**src/hw/brwc_pkg.sv**
```systemverilog
// Package: constants, configuration carrier and states for the ready wait control
package brwc_pkg;
   // ---------------------------------------------------------------
   // Timing
   // ---------------------------------------------------------------
   localparam int CLK_PERIOD_NS = 100;
   localparam int REF_DIV = 2;
   localparam int REF_PERIOD_NS = CLK_PERIOD_NS * REF_DIV;
   // ---------------------------------------------------------------
   // Access phase limits, in reference clock periods
   // ---------------------------------------------------------------
   localparam int AWS_W = 6;
   localparam logic [AWS_W-1:0] AWS_MIN = 6'h01;
   localparam logic [AWS_W-1:0] AWS_MAX = 6'h20;
   localparam logic [AWS_W-1:0] AWS_LAST = 6'h01;
   // ---------------------------------------------------------------
   // Counters, synchroniser and reset values
   // ---------------------------------------------------------------
   localparam int WS_W = 8;
   localparam logic [WS_W-1:0] WS_ONE = 8'h01;
   localparam int SYNC_LEN = 3;
   localparam logic [SYNC_LEN-1:0] SYNC_RST = 3'h0;
   localparam logic REF_RST = 1'h0;
   localparam logic CMD_IDLE = 1'h1;
   // ---------------------------------------------------------------
   // Cycle configuration
   // ---------------------------------------------------------------
   typedef struct packed {
      logic [AWS_W-1:0] access_ws; // Mandatory access phase length
      logic rdy_en;                // Cycle is ready controlled
      logic rdy_pol;               // Level that means ready
      logic rdy_async;             // Ready passes the synchroniser
      logic is_read;               // Read cycle, else write
   } brwc_cfg_s;
   localparam brwc_cfg_s CFG_RST = '{access_ws: AWS_MIN, rdy_en: 1'h0, rdy_pol: 1'h0,
                                     rdy_async: 1'h0, is_read: 1'h0};
   typedef enum logic [1:0] {ST_IDLE, ST_ALIGN, ST_ACCESS, ST_WAIT} brwc_state_e;
endpackage

```
**src/hw/brwc_ctrl.sv**
```systemverilog
// Ready controlled wait state logic of the external bus cycle
// Operation
// - Ready polarity is selectable per cycle; either level may mean ready.
// - Synchronous ready gives the shortest cycle; partner drives it on the reference clock.
// - Asynchronous ready passes an extra synchroniser, adding at least one waitstate.
// - Ready inactive at a sample point inserts a waitstate and samples again.
// - Ready active at a sample point ends the running bus cycle.
// - Asynchronous sample point lies one reference period after the synchronous one.
// - Ready is ignored until the mandatory access waitstates have elapsed.
// - Read data is latched on the edge that raises the read strobe.
module brwc_ctrl
   import brwc_pkg::*;
#(
   parameter int DW = 16
) (
   // Clock and reset
   input wire logic clk,
   input wire logic rst_n,
   // Cycle request
   input wire logic start,
   input wire brwc_cfg_s cfg,
   // Bus pins
   input wire logic ready_pin,
   input wire logic [DW-1:0] rd_data_pin,
   output logic bus_reference_clock_out,
   output logic rd_n,
   output logic wr_n,
   // User side answer
   output logic busy,
   output logic done,
   output logic [DW-1:0] rd_data,
   output logic [WS_W-1:0] ws_count
);
   // ---------------------------------------------------------------
   // Parameter check
   // ---------------------------------------------------------------
   if (DW < 1) begin : g_bad_dw
      $error("DW must be at least 1");
   end

   // ---------------------------------------------------------------
   // Reference clock and asynchronous ready synchroniser
   // ---------------------------------------------------------------
   logic ref_clk;
   logic next_ref_clk;
   logic [SYNC_LEN-1:0] sync;
   logic [SYNC_LEN-1:0] next_sync;
   logic async_lvl;
   logic next_async_lvl;
   logic tick;

   // Tick marks the edge on which the reference clock rises
   assign tick = ~ref_clk;

   // Divider, shift chain and agreement filter
   always_comb begin
      next_ref_clk = ~ref_clk;
      next_sync = {sync[SYNC_LEN-2:0], ready_pin};
      next_async_lvl = async_lvl;
      if (sync[1] == sync[2]) begin
         next_async_lvl = sync[2];
      end
   end

   // Register reference and synchroniser state
   always_ff @(posedge clk) begin
      if (!rst_n) begin
         ref_clk <= REF_RST;
         sync <= SYNC_RST;
         async_lvl <= 1'h0;
      end else begin
         ref_clk <= next_ref_clk;
         sync <= next_sync;
         async_lvl <= next_async_lvl;
      end
   end

   // ---------------------------------------------------------------
   // Cycle sequencer
   // ---------------------------------------------------------------
   brwc_state_e state;
   brwc_state_e next_state;
   brwc_cfg_s cfg_q;
   brwc_cfg_s next_cfg_q;
   logic [AWS_W-1:0] cnt;
   logic [AWS_W-1:0] next_cnt;
   logic skip;
   logic next_skip;
   logic next_rd_n;
   logic next_wr_n;
   logic next_busy;
   logic next_done;
   logic [DW-1:0] next_rd_data;
   logic [WS_W-1:0] next_ws_count;
   logic rdy_act;

   // shortest sync path, no extra stage
   // selectable polarity; sync mode reads the pin directly
   assign rdy_act = cfg_q.rdy_async ? (async_lvl == cfg_q.rdy_pol) : (ready_pin == cfg_q.rdy_pol);

   // Next values of the sequencer
   always_comb begin
      next_state = state;
      next_cfg_q = cfg_q;
      next_cnt = cnt;
      next_skip = skip;
      next_rd_n = rd_n;
      next_wr_n = wr_n;
      next_done = 1'h0;
      next_rd_data = rd_data;
      next_ws_count = ws_count;
      unique case (state)
         ST_IDLE: begin
            if (start) begin
               next_cfg_q = cfg;
               next_cnt = (cfg.access_ws == '0) ? AWS_MIN : cfg.access_ws;
               next_ws_count = '0;
               next_state = ST_ALIGN;
            end
         end
         ST_ALIGN: begin
            // Command falls with the rising reference clock
            if (tick) begin
               next_rd_n = ~cfg_q.is_read;
               next_wr_n = cfg_q.is_read;
               next_state = ST_ACCESS;
            end
         end
         ST_ACCESS: begin
            if (tick) begin
               if (cnt != AWS_LAST) begin
                  next_cnt = cnt - AWS_LAST;
               end else if (cfg_q.rdy_en) begin
                  // asynchronous sample point one period later
                  next_skip = cfg_q.rdy_async;
                  next_state = ST_WAIT;
               end else begin
                  next_state = ST_IDLE;
               end
            end
         end
         ST_WAIT: begin
            if (tick) begin
               if (skip) begin
                  next_skip = 1'h0;
                  next_ws_count = ws_count + WS_ONE;
               end else if (rdy_act) begin
                  next_state = ST_IDLE;
               end else begin
                  next_ws_count = ws_count + WS_ONE;
               end
            end
         end
      endcase
      // end of cycle raises strobe and latches read data together
      if (state != ST_IDLE && state != ST_ALIGN && next_state == ST_IDLE) begin
         next_rd_n = CMD_IDLE;
         next_wr_n = CMD_IDLE;
         next_done = 1'h1;
         if (cfg_q.is_read) begin
            next_rd_data = rd_data_pin;
         end
      end
      next_busy = (next_state != ST_IDLE);
   end

   // Register sequencer state
   always_ff @(posedge clk) begin
      if (!rst_n) begin
         state <= ST_IDLE;
         cfg_q <= CFG_RST;
         cnt <= AWS_MIN;
         skip <= 1'h0;
         rd_n <= CMD_IDLE;
         wr_n <= CMD_IDLE;
         busy <= 1'h0;
         done <= 1'h0;
         rd_data <= '0;
         ws_count <= '0;
      end else begin
         state <= next_state;
         cfg_q <= next_cfg_q;
         cnt <= next_cnt;
         skip <= next_skip;
         rd_n <= next_rd_n;
         wr_n <= next_wr_n;
         busy <= next_busy;
         done <= next_done;
         rd_data <= next_rd_data;
         ws_count <= next_ws_count;
      end
   end

   assign bus_reference_clock_out = ref_clk;

   // ---------------------------------------------------------------
   // Checks
   // ---------------------------------------------------------------
   polarity_gate_a:
      assert property (@(posedge clk) disable iff (!rst_n)
         (state == ST_WAIT && tick && !skip && !cfg_q.rdy_async && ready_pin != cfg_q.rdy_pol) |=> !done)
      else $error("ready of wrong polarity ended the cycle");
   sync_shortest_a:
      assert property (@(posedge clk) disable iff (!rst_n)
         (state == ST_ACCESS && tick && cnt == AWS_LAST && cfg_q.rdy_en && !cfg_q.rdy_async)
         ##2 (ready_pin == cfg_q.rdy_pol) |=> done)
      else $error("synchronous ready did not end the cycle at the first sample");
   async_extra_a:
      assert property (@(posedge clk) disable iff (!rst_n)
         (state == ST_ACCESS && tick && cnt == AWS_LAST && cfg_q.rdy_en && cfg_q.rdy_async)
         |=> (!done && state == ST_WAIT) [*3])
      else $error("asynchronous ready skipped its synchroniser waitstate");
   filter_agree_a:
      assert property (@(posedge clk) disable iff (!rst_n)
         (async_lvl != $past(async_lvl)) |-> ($past(sync[1]) == $past(sync[2])))
      else $error("asynchronous level changed without agreement");
   notready_wait_a:
      assert property (@(posedge clk) disable iff (!rst_n)
         (state == ST_WAIT && tick && !skip && !rdy_act)
         |=> (state == ST_WAIT && ws_count == $past(ws_count) + WS_ONE))
      else $error("not ready did not insert a waitstate");
   ready_finish_a:
      assert property (@(posedge clk) disable iff (!rst_n)
         (state == ST_WAIT && tick && !skip && rdy_act) |=> (done && rd_n && wr_n && state == ST_IDLE))
      else $error("ready did not end the cycle");
   mandatory_hold_a:
      assert property (@(posedge clk) disable iff (!rst_n)
         (state == ST_ACCESS && tick && cnt != AWS_LAST) |=> (state == ST_ACCESS) ##1 (state == ST_ACCESS))
      else $error("access phase left before mandatory waitstates");
   read_latch_a:
      assert property (@(posedge clk) disable iff (!rst_n)
         (done && !$past(rd_n)) |-> (rd_n && rd_data == $past(rd_data_pin)))
      else $error("read data not latched on strobe rise");
   sync_direct_a:
      assert property (@(posedge clk) disable iff (!rst_n)
         (state == ST_WAIT && tick && !cfg_q.rdy_async && ready_pin == cfg_q.rdy_pol) |=> done)
      else $error("synchronous ready not sampled directly");
endmodule

```
**config.mk**
```make
export PLATFORM = sky130hd
export DESIGN_NAME = brwc_ctrl
export DESIGN_NICKNAME = d
export VERILOG_FILES = /design/src/hw/brwc_pkg.sv /design/src/hw/brwc_ctrl.sv
export SDC_FILE = /design/constraint.sdc
export NUM_CORES = 1
export LEC_CHECK = 0
export BUFFER_PORTS_ARGS = -buffer_cell sky130_fd_sc_hd__buf_2
export CAP_MARGIN = 0
export CORE_MARGIN = 5
export CORE_UTILIZATION = 53
export CTS_BUF_LIST = sky130_fd_sc_hd__clkbuf_4
export DETAILED_ROUTE_END_ITERATION = 10
export GPL_TIMING_DRIVEN = 0
export PLACE_DENSITY_LB_ADDON = 0.1
export SKIP_LAST_GASP = 1
export SYNTH_ARGS = -nofsm -noshare
export SYNTH_HDL_FRONTEND = slang
export SYNTH_SLANG_ARGS = --single-unit
```
**constraint.sdc**
```tcl
create_clock -name clk -period 2.48 [get_ports clk]
set_input_delay 0.124 -clock clk [delete_from_list [all_inputs] [get_ports clk]]
set_output_delay 0.124 -clock clk [all_outputs]
set_load 0.05 [all_outputs]
```
**Word-level counts from Yosys, hierarchy flattened**

Index checks and enable logic that the tools add are counted.

- Flip-flop bits (word level): 46
- Word-level logic and storage cells: 79
- Output and inout port bits: 29
- Bits of input ports: 30

- Reductions and logical operators: 17
- Multiplexer cells: 26
- Bitwise logic cells: 3
- Add/sub/neg operators: 2
- Equality and inequality tests: 15

Operators with widths:

| cell | count |
|---|---|
| $mux 8 | 4 |
| $mux 6 | 4 |
| $mux 2 | 8 |
| $pmux 8 s2 | 1 |
| $ne 2x2->1 const B | 6 |
| $pmux 6 s2 | 1 |
| $reduce_bool 2->1 | 5 |
| $add 8x1->8 const B | 1 |
| $pmux 2 s4 | 1 |
| $reduce_and 4->1 | 2 |
| $logic_not 6->1 | 1 |
| $mux 1 | 6 |
| $ne 6x1->1 const B | 1 |
| $reduce_and 2->1 | 3 |
| $sub 6x1->6 const B | 1 |
| $reduce_and 5->1 | 1 |
| $eq 2x2->1 const B | 2 |
| $logic_not 2->1 | 2 |
| $eq 1x1->1 | 3 |
| $ne 3x3->1 const B | 1 |
| $not 1->1 | 3 |
| $eq 2x1->1 const B | 1 |
| $logic_and 1x1->1 | 2 |
| $ne 2x1->1 const B | 1 |
| 2 further kinds | 2 |

**Logic depth before layout (Yosys ltp)**

Gate-level depths: netlist of the first run.

- Depth after elaboration: 9
- Mapped depth: 8
- Mapped depth without buffers: 6

**Least setup slack after synthesis of the first run**

Ideal clock, no wire load.

- Path type: register -> register
- Start point: register cfg_q[1] (netlist bit)
- End point: register ws_count[7]
- Period minus slack after synthesis: 1,827 ps
- Arrival: 1,757 ps
- Data required time: 2,410 ps
- Library setup time: 70 ps
- Stages on the path, launching flop included: 6
- Path slack: 653 ps
- Cell sequence: dfxtp_1 > mux2i_1 > mux2i_2 > a21oi_2 > or4_1 > a21oi_1

- Longest elaborated chain between the ends: 3

RTL lines:

| element | line | RTL |
|---|---|---|
| start: declaration | brwc_ctrl.sv:83 | `brwc_cfg_s cfg_q;` |
| start signal: assignment | brwc_ctrl.sv:182 | `cfg_q <= next_cfg_q;` |
| $mux 1 | brwc_ctrl.sv:99 | `assign rdy_act = cfg_q.rdy_async ? (async_lvl == cfg_q.rdy_pol) : (ready_pin == cfg_q.rdy_pol);` |
| $ne 3x3->1 (no line) | -- |  |
| $reduce_and 4->1 (no line) | -- |  |
| end signal: assignment | brwc_ctrl.sv:190 | `ws_count <= next_ws_count;` |
| end: declaration | brwc_ctrl.sv:32 | `output logic [WS_W-1:0] ws_count` |

No other way between the ends.
A chain may end at the register's enable or synchronous reset.

**Final worst setup path of the first run**

Same ends and word-level chain as after synthesis.

==> metrics.cfg, run 1 <==
[grt]
grt_pass1_wl_um=8211
grt_pass1_vias=1879
grt_max_degree=15
gr-total-overflow=0
track_usage=0.1970
antenna_found_initial=0

[cts]
cts_tree=done
ctsResizeCount=0
cts_buffers=5
clockRootBuffer=clkbuf_4
path_clk_slew_ns=0.13
h-tree-depth=2
insertion_delay_ns=0.37
clock_sinks=46
clockBufferDepth=2

[finish]
synthToLayoutAreaGrowth_pct=30.12
final_nets=368
final_core_util=0.7195
drive_gt1_frac=0.2321
diodes=0
fin_cells=384

[outcome]
status=finished clean

[yosys]
async_reset_ff_frac=0
syn_inst=249
avgSynthCellArea_um2=8.191
yosys.cell_types.count=40
synth_edf_count=0
syn-num-nets=282
synth_ff_type=dfxtp_1
ys_seq_area_frac=0.4515
yosys_warnings=0
netlist_area_um2=2039
ys_ff_latch=46

[pwr]
power_leakage_nw=1.125
vdd_drop_max_mv=0.3610
p_total_mw=1.404
power_density_nw_per_um2=529.1

[placement]
placedCellCount=355
place_congestion=0.8239
hpwl_um=3580
port_buffers=58
place_ws_ns=0.4290

[setup_path]
cp.arrival_ns=2.39
critPathMaxFanout=9
start_kind=flop
cp-end-kind=flop
required_ns=2.79
path_class=flop to flop
r2r_setup_slack_ns=0.40

[timing]
slew_headroom=0.6316
finalCritPeriodShare=0.8381
setup_tns_ns=0
max_freq_mhz=481.1
tightest_slew_ns=0.5526
setup_viol=0
timing.final.ws_setup_ns=0.4015
skew_ns=0.007936
rsz0062_at_grt=false
drv_slew=0
hold_viol_final=0
fin_crit_ns=2.078

[drt]
wire_per_inst_um=13.16
via_per_inst=5.375
drt_first_pass_iters=4
drt.antenna.violating_nets=0
routed_wl_um=5054
routed-via-count=2064
drt_iter0_markers=112
drc=0

[floorplan]
start_util=0.5529
core_area_um2=3689
die_w_um=72.03
ios=59
die_y_um=72.03
row_count=22
die_area_um2=5188

[run]
cap_violations=0

[hold_path]
worstHoldPathType=input pin to flop

[synthesized netlist by cell type (2+ instances only)]
| library cell | instances | area, µm² |
|---|---|---|
| nor2_1 | 17 | 63.81 |
| inv_1 | 4 | 15.01 |
| clkbuf_1 | 9 | 33.78 |
| nand2b_1 | 3 | 18.77 |
| mux2i_1 | 4 | 40.04 |
| or4_1 | 2 | 15.01 |
| nand4_1 | 3 | 18.77 |
| o211ai_1 | 3 | 22.52 |
| nor3_1 | 3 | 15.01 |
| nor2b_1 | 4 | 25.02 |
| dfxtp_1 | 46 | 920.9 |
| a21oi_1 | 15 | 75.07 |
| and2_1 | 10 | 62.56 |
| nand2_1 | 40 | 150.1 |
| xor2_1 | 2 | 17.52 |
| o21ai_0 | 25 | 125.1 |
| or3_2 | 2 | 15.01 |
| nand3_1 | 23 | 115.1 |
| a31oi_1 | 2 | 12.51 |
| buf_2 | 6 | 30.03 |
| o2111ai_1 | 2 | 17.52 |
| ha_1 | 3 | 37.54 |
| o31ai_1 | 4 | 30.03 |
[repair_timing]
item / CTS / global route
setup buffers: 0 / 0
setup endpoints to repair: 0 / 0
hold buffers: 21 / 0
hold endpoints to repair: 21 / 0
[worst max-delay path: stages, from the launching register on]
cell	delay [ns]
dfxtp_1	0.41
mux2i_1	0.37
mux2i_2	0.40
a21oi_2	0.17
or4_1	0.52
a21oi_1	0.15
[worst paths after layout]
kind,start,to,cells after the start
min,cfg[4],cnt[0]$_SDFFE_PN1P_,3
min reg2reg,sync[0]$_SDFF_PN0_,sync[1]$_SDFF_PN0_,1
max reg2reg,cfg_q[1]$_SDFFE_PN0P_,ws_count[7]$_SDFFE_PN0P_,5
max,cfg_q[1]$_SDFFE_PN0P_,ws_count[7]$_SDFFE_PN0P_,5
[through the flow]
stage | hold slack [ns] | area [µm²]
after floorplan | 0.2457 | 2039
after global placement | 0.3379 | 2390
after detailed placement | 0.3478 | 2390
after CTS | 0.03248 | 2654
after global routing | 0.06410 | 2654
final | 0.03473 | 2654
[cell type report]
class | instances | area, µm²
Sequential cell | 46 | 920.9
Fill cell | 320 | 1035
Clock buffer | 5 | 37.54
Tap cell | 48 | 60.06
Inverter | 4 | 15.01
Multi-Input combinational cell | 184 | 1040
Timing Repair Buffer | 79 | 500.5
Buffer | 15 | 63.81
Clock inverter | 3 | 16.27
[power breakdown]
group,switching (mW),leakage [nW],internal (mW)
Clock,0.242,0.0303,0.106
Sequential,0.0250,0.374,0.766
Combinational,0.154,0.721,0.110
Total,0.421,1.13,0.983
[placed cells by master (no fill, tap or decap), types with 2 or more instances in the layout]
cell type      Yosys  layout
a21oi_1           15      15
a31oi_1            2       2
and2_1            10      10
buf_2              6      64
clkbuf_1           9       9
clkbuf_4           0       5
clkinv_1           0       2
dfxtp_1           46      46
dlygate4sd3_1      0      21
ha_1               3       3
inv_1              4       4
mux2i_1            4       4
nand2_1           40      40
nand2b_1           3       3
nand3_1           23      23
nand4_1            3       3
nor2_1            17      17
nor2b_1            4       4
nor3_1             3       3
o2111ai_1          2       2
o211ai_1           3       3
o21ai_0           25      25
o31ai_1            4       4
or3_2              2       2
or4_1              2       2
xor2_1             2       2
[per-layer routing]
layer | GRT usage | vias up | part of all wire
met5 | 0 | - | 0
li1 | - | 1042 | -
met4 | 0.07933 | 0 | 0.018
met2 | 0.3235 | 54 | 0.48
met1 | 0.2564 | 958 | 0.44
met3 | 0.03463 | 10 | 0.062
[state kept, by name (all words and copies together), names as in the netlist]
register                 flops
cfg_q                        4
busy                         1
rd_n                         1
rd_data                     16
state                        2
wr_n                         1
skip                         1
sync                         3
ws_count                     8
cnt                          6
async_lvl                    1
done                         1
bus_reference_clock_out      1
[cells by family after synthesis]
family,after synthesis,share of synthesized area
buffers and inverters,19,0.03865
XOR/XNOR,2,0.008591
AND/OR/NAND/NOR,114,0.2798
adder cells (fa/ha/maj),3,0.01841
multiplexers,5,0.02638
flip-flops,46,0.4515
AO/OA/AOI/OAI,60,0.1767
No activity file was read; power rests on OpenSTA's default activity.
==> run 2, diff against run 1 <==
Settings changed: ABC_AREA from default to 1.
Clock period 2.48 ns to 2.1 ns, I/O delays scaled along.
==> run 2 against run 1 <==
Net effect: final cell count is 22% higher; worst setup slack worse by 0.071 ns; wire length is 3.0% higher; area after synthesis is 13% higher; critical path type unchanged; sequential cell count stayed put; fmax is 17% higher; sequential power is 33% higher; register-to-register slack worse by 0.07 ns; first-iteration DRC count is 4.5% lower; largest cell class unchanged; count of clock-buffer cells in the layout stayed put; critical endpoint is now rd_data[2]$_SDFFE_PN0P_.
==> metrics.cfg, run 2 <==
[timing]
fin_crit_ns=1.769
setup_viol=0
tightest_slew_ns=0.4516
fin_hold_ws_ns=0.01948
max_freq_mhz=565.3
drv_slew=0
rsz0062_at_grt=false
finalCritPeriodShare=0.8424
setup_tns_ns=0
hold_viol_final=0
skew_ns=0.004997
slew_headroom=0.6989

[setup_path]
cp-end-kind=flop
start_kind=flop
path_class=flop to flop
critPathMaxFanout=10
rr_startpoint=cnt[1]$_SDFFE_PN0P_
startpoint=cnt[1]$_SDFFE_PN0P_
cp.arrival_ns=2.05
required_ns=2.38

[yosys]
syn-num-nets=381
synth_top_area_share=0.3991
synth_area_leaders=dfxtp_1 (40%), inv_1 (12%), nand2_1 (12%)
synth_edf_count=0
yosys.cell_types.count=34
netlist_top_cells_count=inv_1 (76), nand2_1 (74), dfxtp_1 (46)
synth_top_area_cell=dfxtp_1
netlist_area_um2=2307
avgSynthCellArea_um2=6.630
yosys_warnings=0
async_reset_ff_frac=0
syn_inst=348
yosysMostFrequentCell=inv_1
ys_ff_latch=46
ys_seq_area_frac=0.3991
synth_ff_type=dfxtp_1

[grt]
gr-total-overflow=0
grt_pass1_wl_um=8921
grt_pass1_vias=2066
grt_max_degree=16
antenna_found_initial=0
track_usage=0.1820

[cts]
ctsResizeCount=0
clock_sinks=46
insertion_delay_ns=0.36
clockBufferDepth=2
h-tree-depth=2
path_clk_slew_ns=0.13
cts_tree=done
clockRootBuffer=clkbuf_4
cts_buffers=5

[floorplan]
die_y_um=75.98
core_area_um2=4294
row_count=24
die_w_um=75.98
ios=59
start_util=0.5373
die_area_um2=5773

[hold_path]
worstHoldPathType=input pin to flop
min_from=cfg[7]

[pwr]
vdd_drop_max_mv=0.4921
power_density_nw_per_um2=881.8
power_leakage_nw=1.460

[drt]
drt_iter0_markers=107
routed-via-count=2257
drt_first_pass_iters=4
via_per_inst=4.802
routed_wl_um=5208
drt.antenna.violating_nets=0
drc=0
wire_per_inst_um=11.08

[placement]
place_congestion=0.8510
hpwl_um=3869
placedCellCount=457
port_buffers=57

[finish]
diodes=0
mostFrequentLayoutCells=inv_1 (76), nand2_1 (74), buf_2 (58)
synthToLayoutAreaGrowth_pct=20.88
largest_register_ffs=16
top_register=rd_data
drive_gt1_frac=0.1938
final_core_util=0.6495
final_nets=450
fin_cells=470
largest_registers=rd_data x16, ws_count x8, cnt x6
layout_commonest_cell=inv_1

[run]
cap_violations=0

[outcome]
status=finished clean

-- run 2: cell count changes in the layout (fill, tap and decap cells not counted), sizes merged, moves of 16 or more --
cell,previous run,this run
nand2,40,75
dlygate4sd3,21,5
inv,4,81
nand4,3,22
nor2,17,40
-- run 2: through the flow --
step                instance area (µm²)  total power [mW]  setup WS, ns
CTS                                2789             2.474        0.3601
floorplan                          2307             1.720        0.3330
global placement                   2658             1.907        0.4145
detailed placement                 2658             1.922        0.3663
finish                             2789             2.459        0.3310
global route                       2789             2.640        0.1539
-- run 2: power by group --
group	leakage, nW	switching, mW	internal [mW]	total, mW
sequential	0.375	0.0757	0.975	1.05
clock	0.0456	0.290	0.253	0.543
combinational	1.04	0.605	0.260	0.865
total	1.46	0.971	1.49	2.46
-- run 2: worst paths after layout --
check,endpoint,slack [ns],cells past startpoint
hold / removal,cnt[3]$_SDFFE_PN0P_,0.02,3
setup reg to reg,rd_data[2]$_SDFFE_PN0P_,0.33,10
hold reg to reg,sync[1]$_SDFF_PN0_,0.43,2
setup / recovery,rd_data[2]$_SDFFE_PN0P_,0.33,10
-- run 2: routing by layer --
layer / vias up / wire length, µm / GRT usage
met3: 6 / 282 / 0.05437
met1: 983 / 2431 / 0.2203
met4: 0 / 72 / 0.06406
li1: 1224 / - / -
met5: - / 0 / 0
met2: 44 / 2422 / 0.3039
-- run 2: what timing repair did --
action,CTS,global route
endpoints found under the hold margin,5,0
hold buffers,5,0
buffers inserted,0,0
-- run 2: final cells by class --
cell class / instances / area (µm²)
Buffer: 11 / 57.56
Clock buffer: 5 / 37.54
Clock inverter: 3 / 43.79
Fill cell: 431 / 1505
Inverter: 81 / 304.0
Multi-Input combinational cell: 210 / 1025
Sequential cell: 46 / 920.9
Tap cell: 52 / 65.06
Timing Repair Buffer: 62 / 335.3
-- run 2: critical path, stage by stage (launching register included) --
cell and delay, ns:
dfxtp_1 0.33, inv_1 0.12, ha_1 0.18, nand4_1 0.18, nand2_1 0.11, nand2_1 0.09
nor2_4 0.22, buf_4 0.21, nand4_1 0.11, nand2_1 0.09, nor2_1 0.04
-- run 2: cells by family (layout without fill, tap and decap cells) --
| kind of cell | Yosys count | count (layout) | synth area share |
|---|---|---|---|
| simple gates | 153 | 153 | 0.2907 |
| buf+inv | 92 | 162 | 0.1567 |
| compound gates | 51 | 51 | 0.1258 |
| flops | 46 | 46 | 0.3991 |
| fa+ha+maj | 3 | 3 | 0.01627 |
| xor+xnor | 3 | 3 | 0.01139 |
==> run 3, diff against run 2 <==
Clock period 2.1 ns to 1.8 ns, I/O delays scaled along.
==> run 3 against run 2 <==
Net effect: combinational power up 21%; highest routed layer unchanged; clock skew decreased by 0.0014 ns; first-iteration DRC count grew 33%; count of clock-buffer cells in the layout is the same; power is 18% higher; design area up 2.8%; non-clock buffer count increased by 6; sequential share of layout area is 0.82 points lower; critical path type unchanged; hold slack improved by 0.012 ns; register-to-register slack got worse by 0.17 ns.
==> metrics.cfg, run 3 (synthesis results as in run 2) <==
[pwr]
vdd_drop_max_mv=0.5739
power_leakage_nw=1.483
power_density_nw_per_um2=1016

[timing]
setup_tns_ns=0
fin_crit_ns=1.636
tightest_slew_ns=0.4979
finalCritPeriodShare=0.9089
drv_slew=0
slew_headroom=0.6681
max_freq_mhz=611.3
timing.final.ws_setup_ns=0.1640
rsz0062_at_grt=false
hold_viol_final=0
fin_hold_ws_ns=0.03104
skew_ns=0.003596
setup_viol=0

[cts]
path_clk_slew_ns=0.13
cts_tree=done
clock_sinks=46
h-tree-depth=2
clockBufferDepth=2
clockRootBuffer=clkbuf_4
cts_buffers=5
insertion_delay_ns=0.35

[setup_path]
required_ns=2.07
path_class=flop to flop
r2r_setup_slack_ns=0.16
start_kind=flop
critPathMaxFanout=10
cp.arrival_ns=1.91
cp-end-kind=flop

[floorplan]
die_w_um=75.98
ios=59
start_util=0.5373
core_area_um2=4294
die_area_um2=5773
die_y_um=75.98
row_count=24

[finish]
largest_registers=rd_data x16, ws_count x8, cnt x6
final_core_util=0.6678
layout_commonest_cell=inv_1
seq_area_um2=923.4
fillers=421
largest_register_ffs=16
drive_gt1_frac=0.2146
multi_input_area_um2=1051
mostFrequentLayoutCells=inv_1 (75), nand2_1 (73), buf_2 (58)
synthToLayoutAreaGrowth_pct=24.29
final_nets=456
top_register=rd_data
diodes=0
fin_cells=476

[placement]
place_ws_ns=0.06634
port_buffers=57
hpwl_um=3869
place_congestion=0.8510
placedCellCount=457

[grt]
grtUsageMet1=0.2196
grt-busiest-layer=met2
grt_pass1_vias=2074
grt_use_met2=0.3057
gr-total-overflow=0
grt_pass1_wl_um=8935
track_usage=0.1823
use_met3=0.05437
antenna_found_initial=0
grt_max_degree=16

[drt]
via_per_inst=4.840
drt_iter0_markers=142
routed-via-count=2304
wire_per_inst_um=11.12
drt_first_pass_iters=4
drt.antenna.violating_nets=0
routed_wl_um=5292
drc=0

[hold_path]
worstHoldPathType=input pin to flop

[outcome]
status=finished clean

[run]
cap_violations=0

## run 3: changes by cell type in the layout (fill, tap and decap cells not counted), sizes merged
cell	before	now
buf	64	68
dlygate4sd3	5	7
## run 3: final timing paths
check / endpoint / cells after the start / startpoint
worst min-delay path: cfg_q[3]$_SDFFE_PN0P_ / 3 / cfg[3]
worst max-delay path: rd_data[2]$_SDFFE_PN0P_ / 10 / state[1]$_SDFF_PN0_
worst max register to register: rd_data[2]$_SDFFE_PN0P_ / 10 / state[1]$_SDFF_PN0_
worst min register to register: sync[1]$_SDFF_PN0_ / 2 / sync[0]$_SDFF_PN0_
## run 3: repair_timing
item,4_1_cts,5_1_grt
hold endpoints to repair,7,0
resized for setup,0,10
setup endpoints to repair,0,11
setup buffers,0,3
hold buffers,7,0
## run 3: final cells by class
type | count | area share
plain buffers | 11 | 0.02007
clock buffers | 5 | 0.01309
multi-input cells | 210 | 0.3665
well taps | 52 | 0.02269
inverters | 81 | 0.1060
repair buffers | 68 | 0.1344
clock inverters | 3 | 0.01527
flip-flops and latches | 46 | 0.3220
## run 3: power by group
group	total (mW)	leakage (nW)	switching [mW]	internal, mW
combinational	1.05	1.06	0.724	0.327
clock	0.629	0.0456	0.334	0.295
sequential	1.23	0.375	0.0939	1.14
total	2.91	1.48	1.15	1.76
## run 3: metrics by stage
| stage | power (mW) | cell area, µm² |
|---|---|---|
| after floorplan | 2.007 | 2307 |
| after global placement | 2.225 | 2658 |
| after detailed placement | 2.242 | 2658 |
| after CTS | 2.889 | 2809 |
| after global routing | 3.132 | 2868 |
| final | 2.914 | 2868 |
## run 3: critical path, cell delays in order (launching register included)
cell	delay (ns)
dfxtp_1	0.35
buf_4	0.18
nand2_2	0.15
inv_2	0.07
nand2_1	0.12
nand2_1	0.12
nor2_4	0.15
buf_4	0.18
nand4_1	0.11
nand2_1	0.09
nor2_1	0.04
## run 3: per-layer routing
layer | vias up | part of all wire
met5 | - | 0
met4 | 0 | 0.014
met3 | 8 | 0.061
met2 | 61 | 0.47
met1 | 1000 | 0.45
li1 | 1235 | -
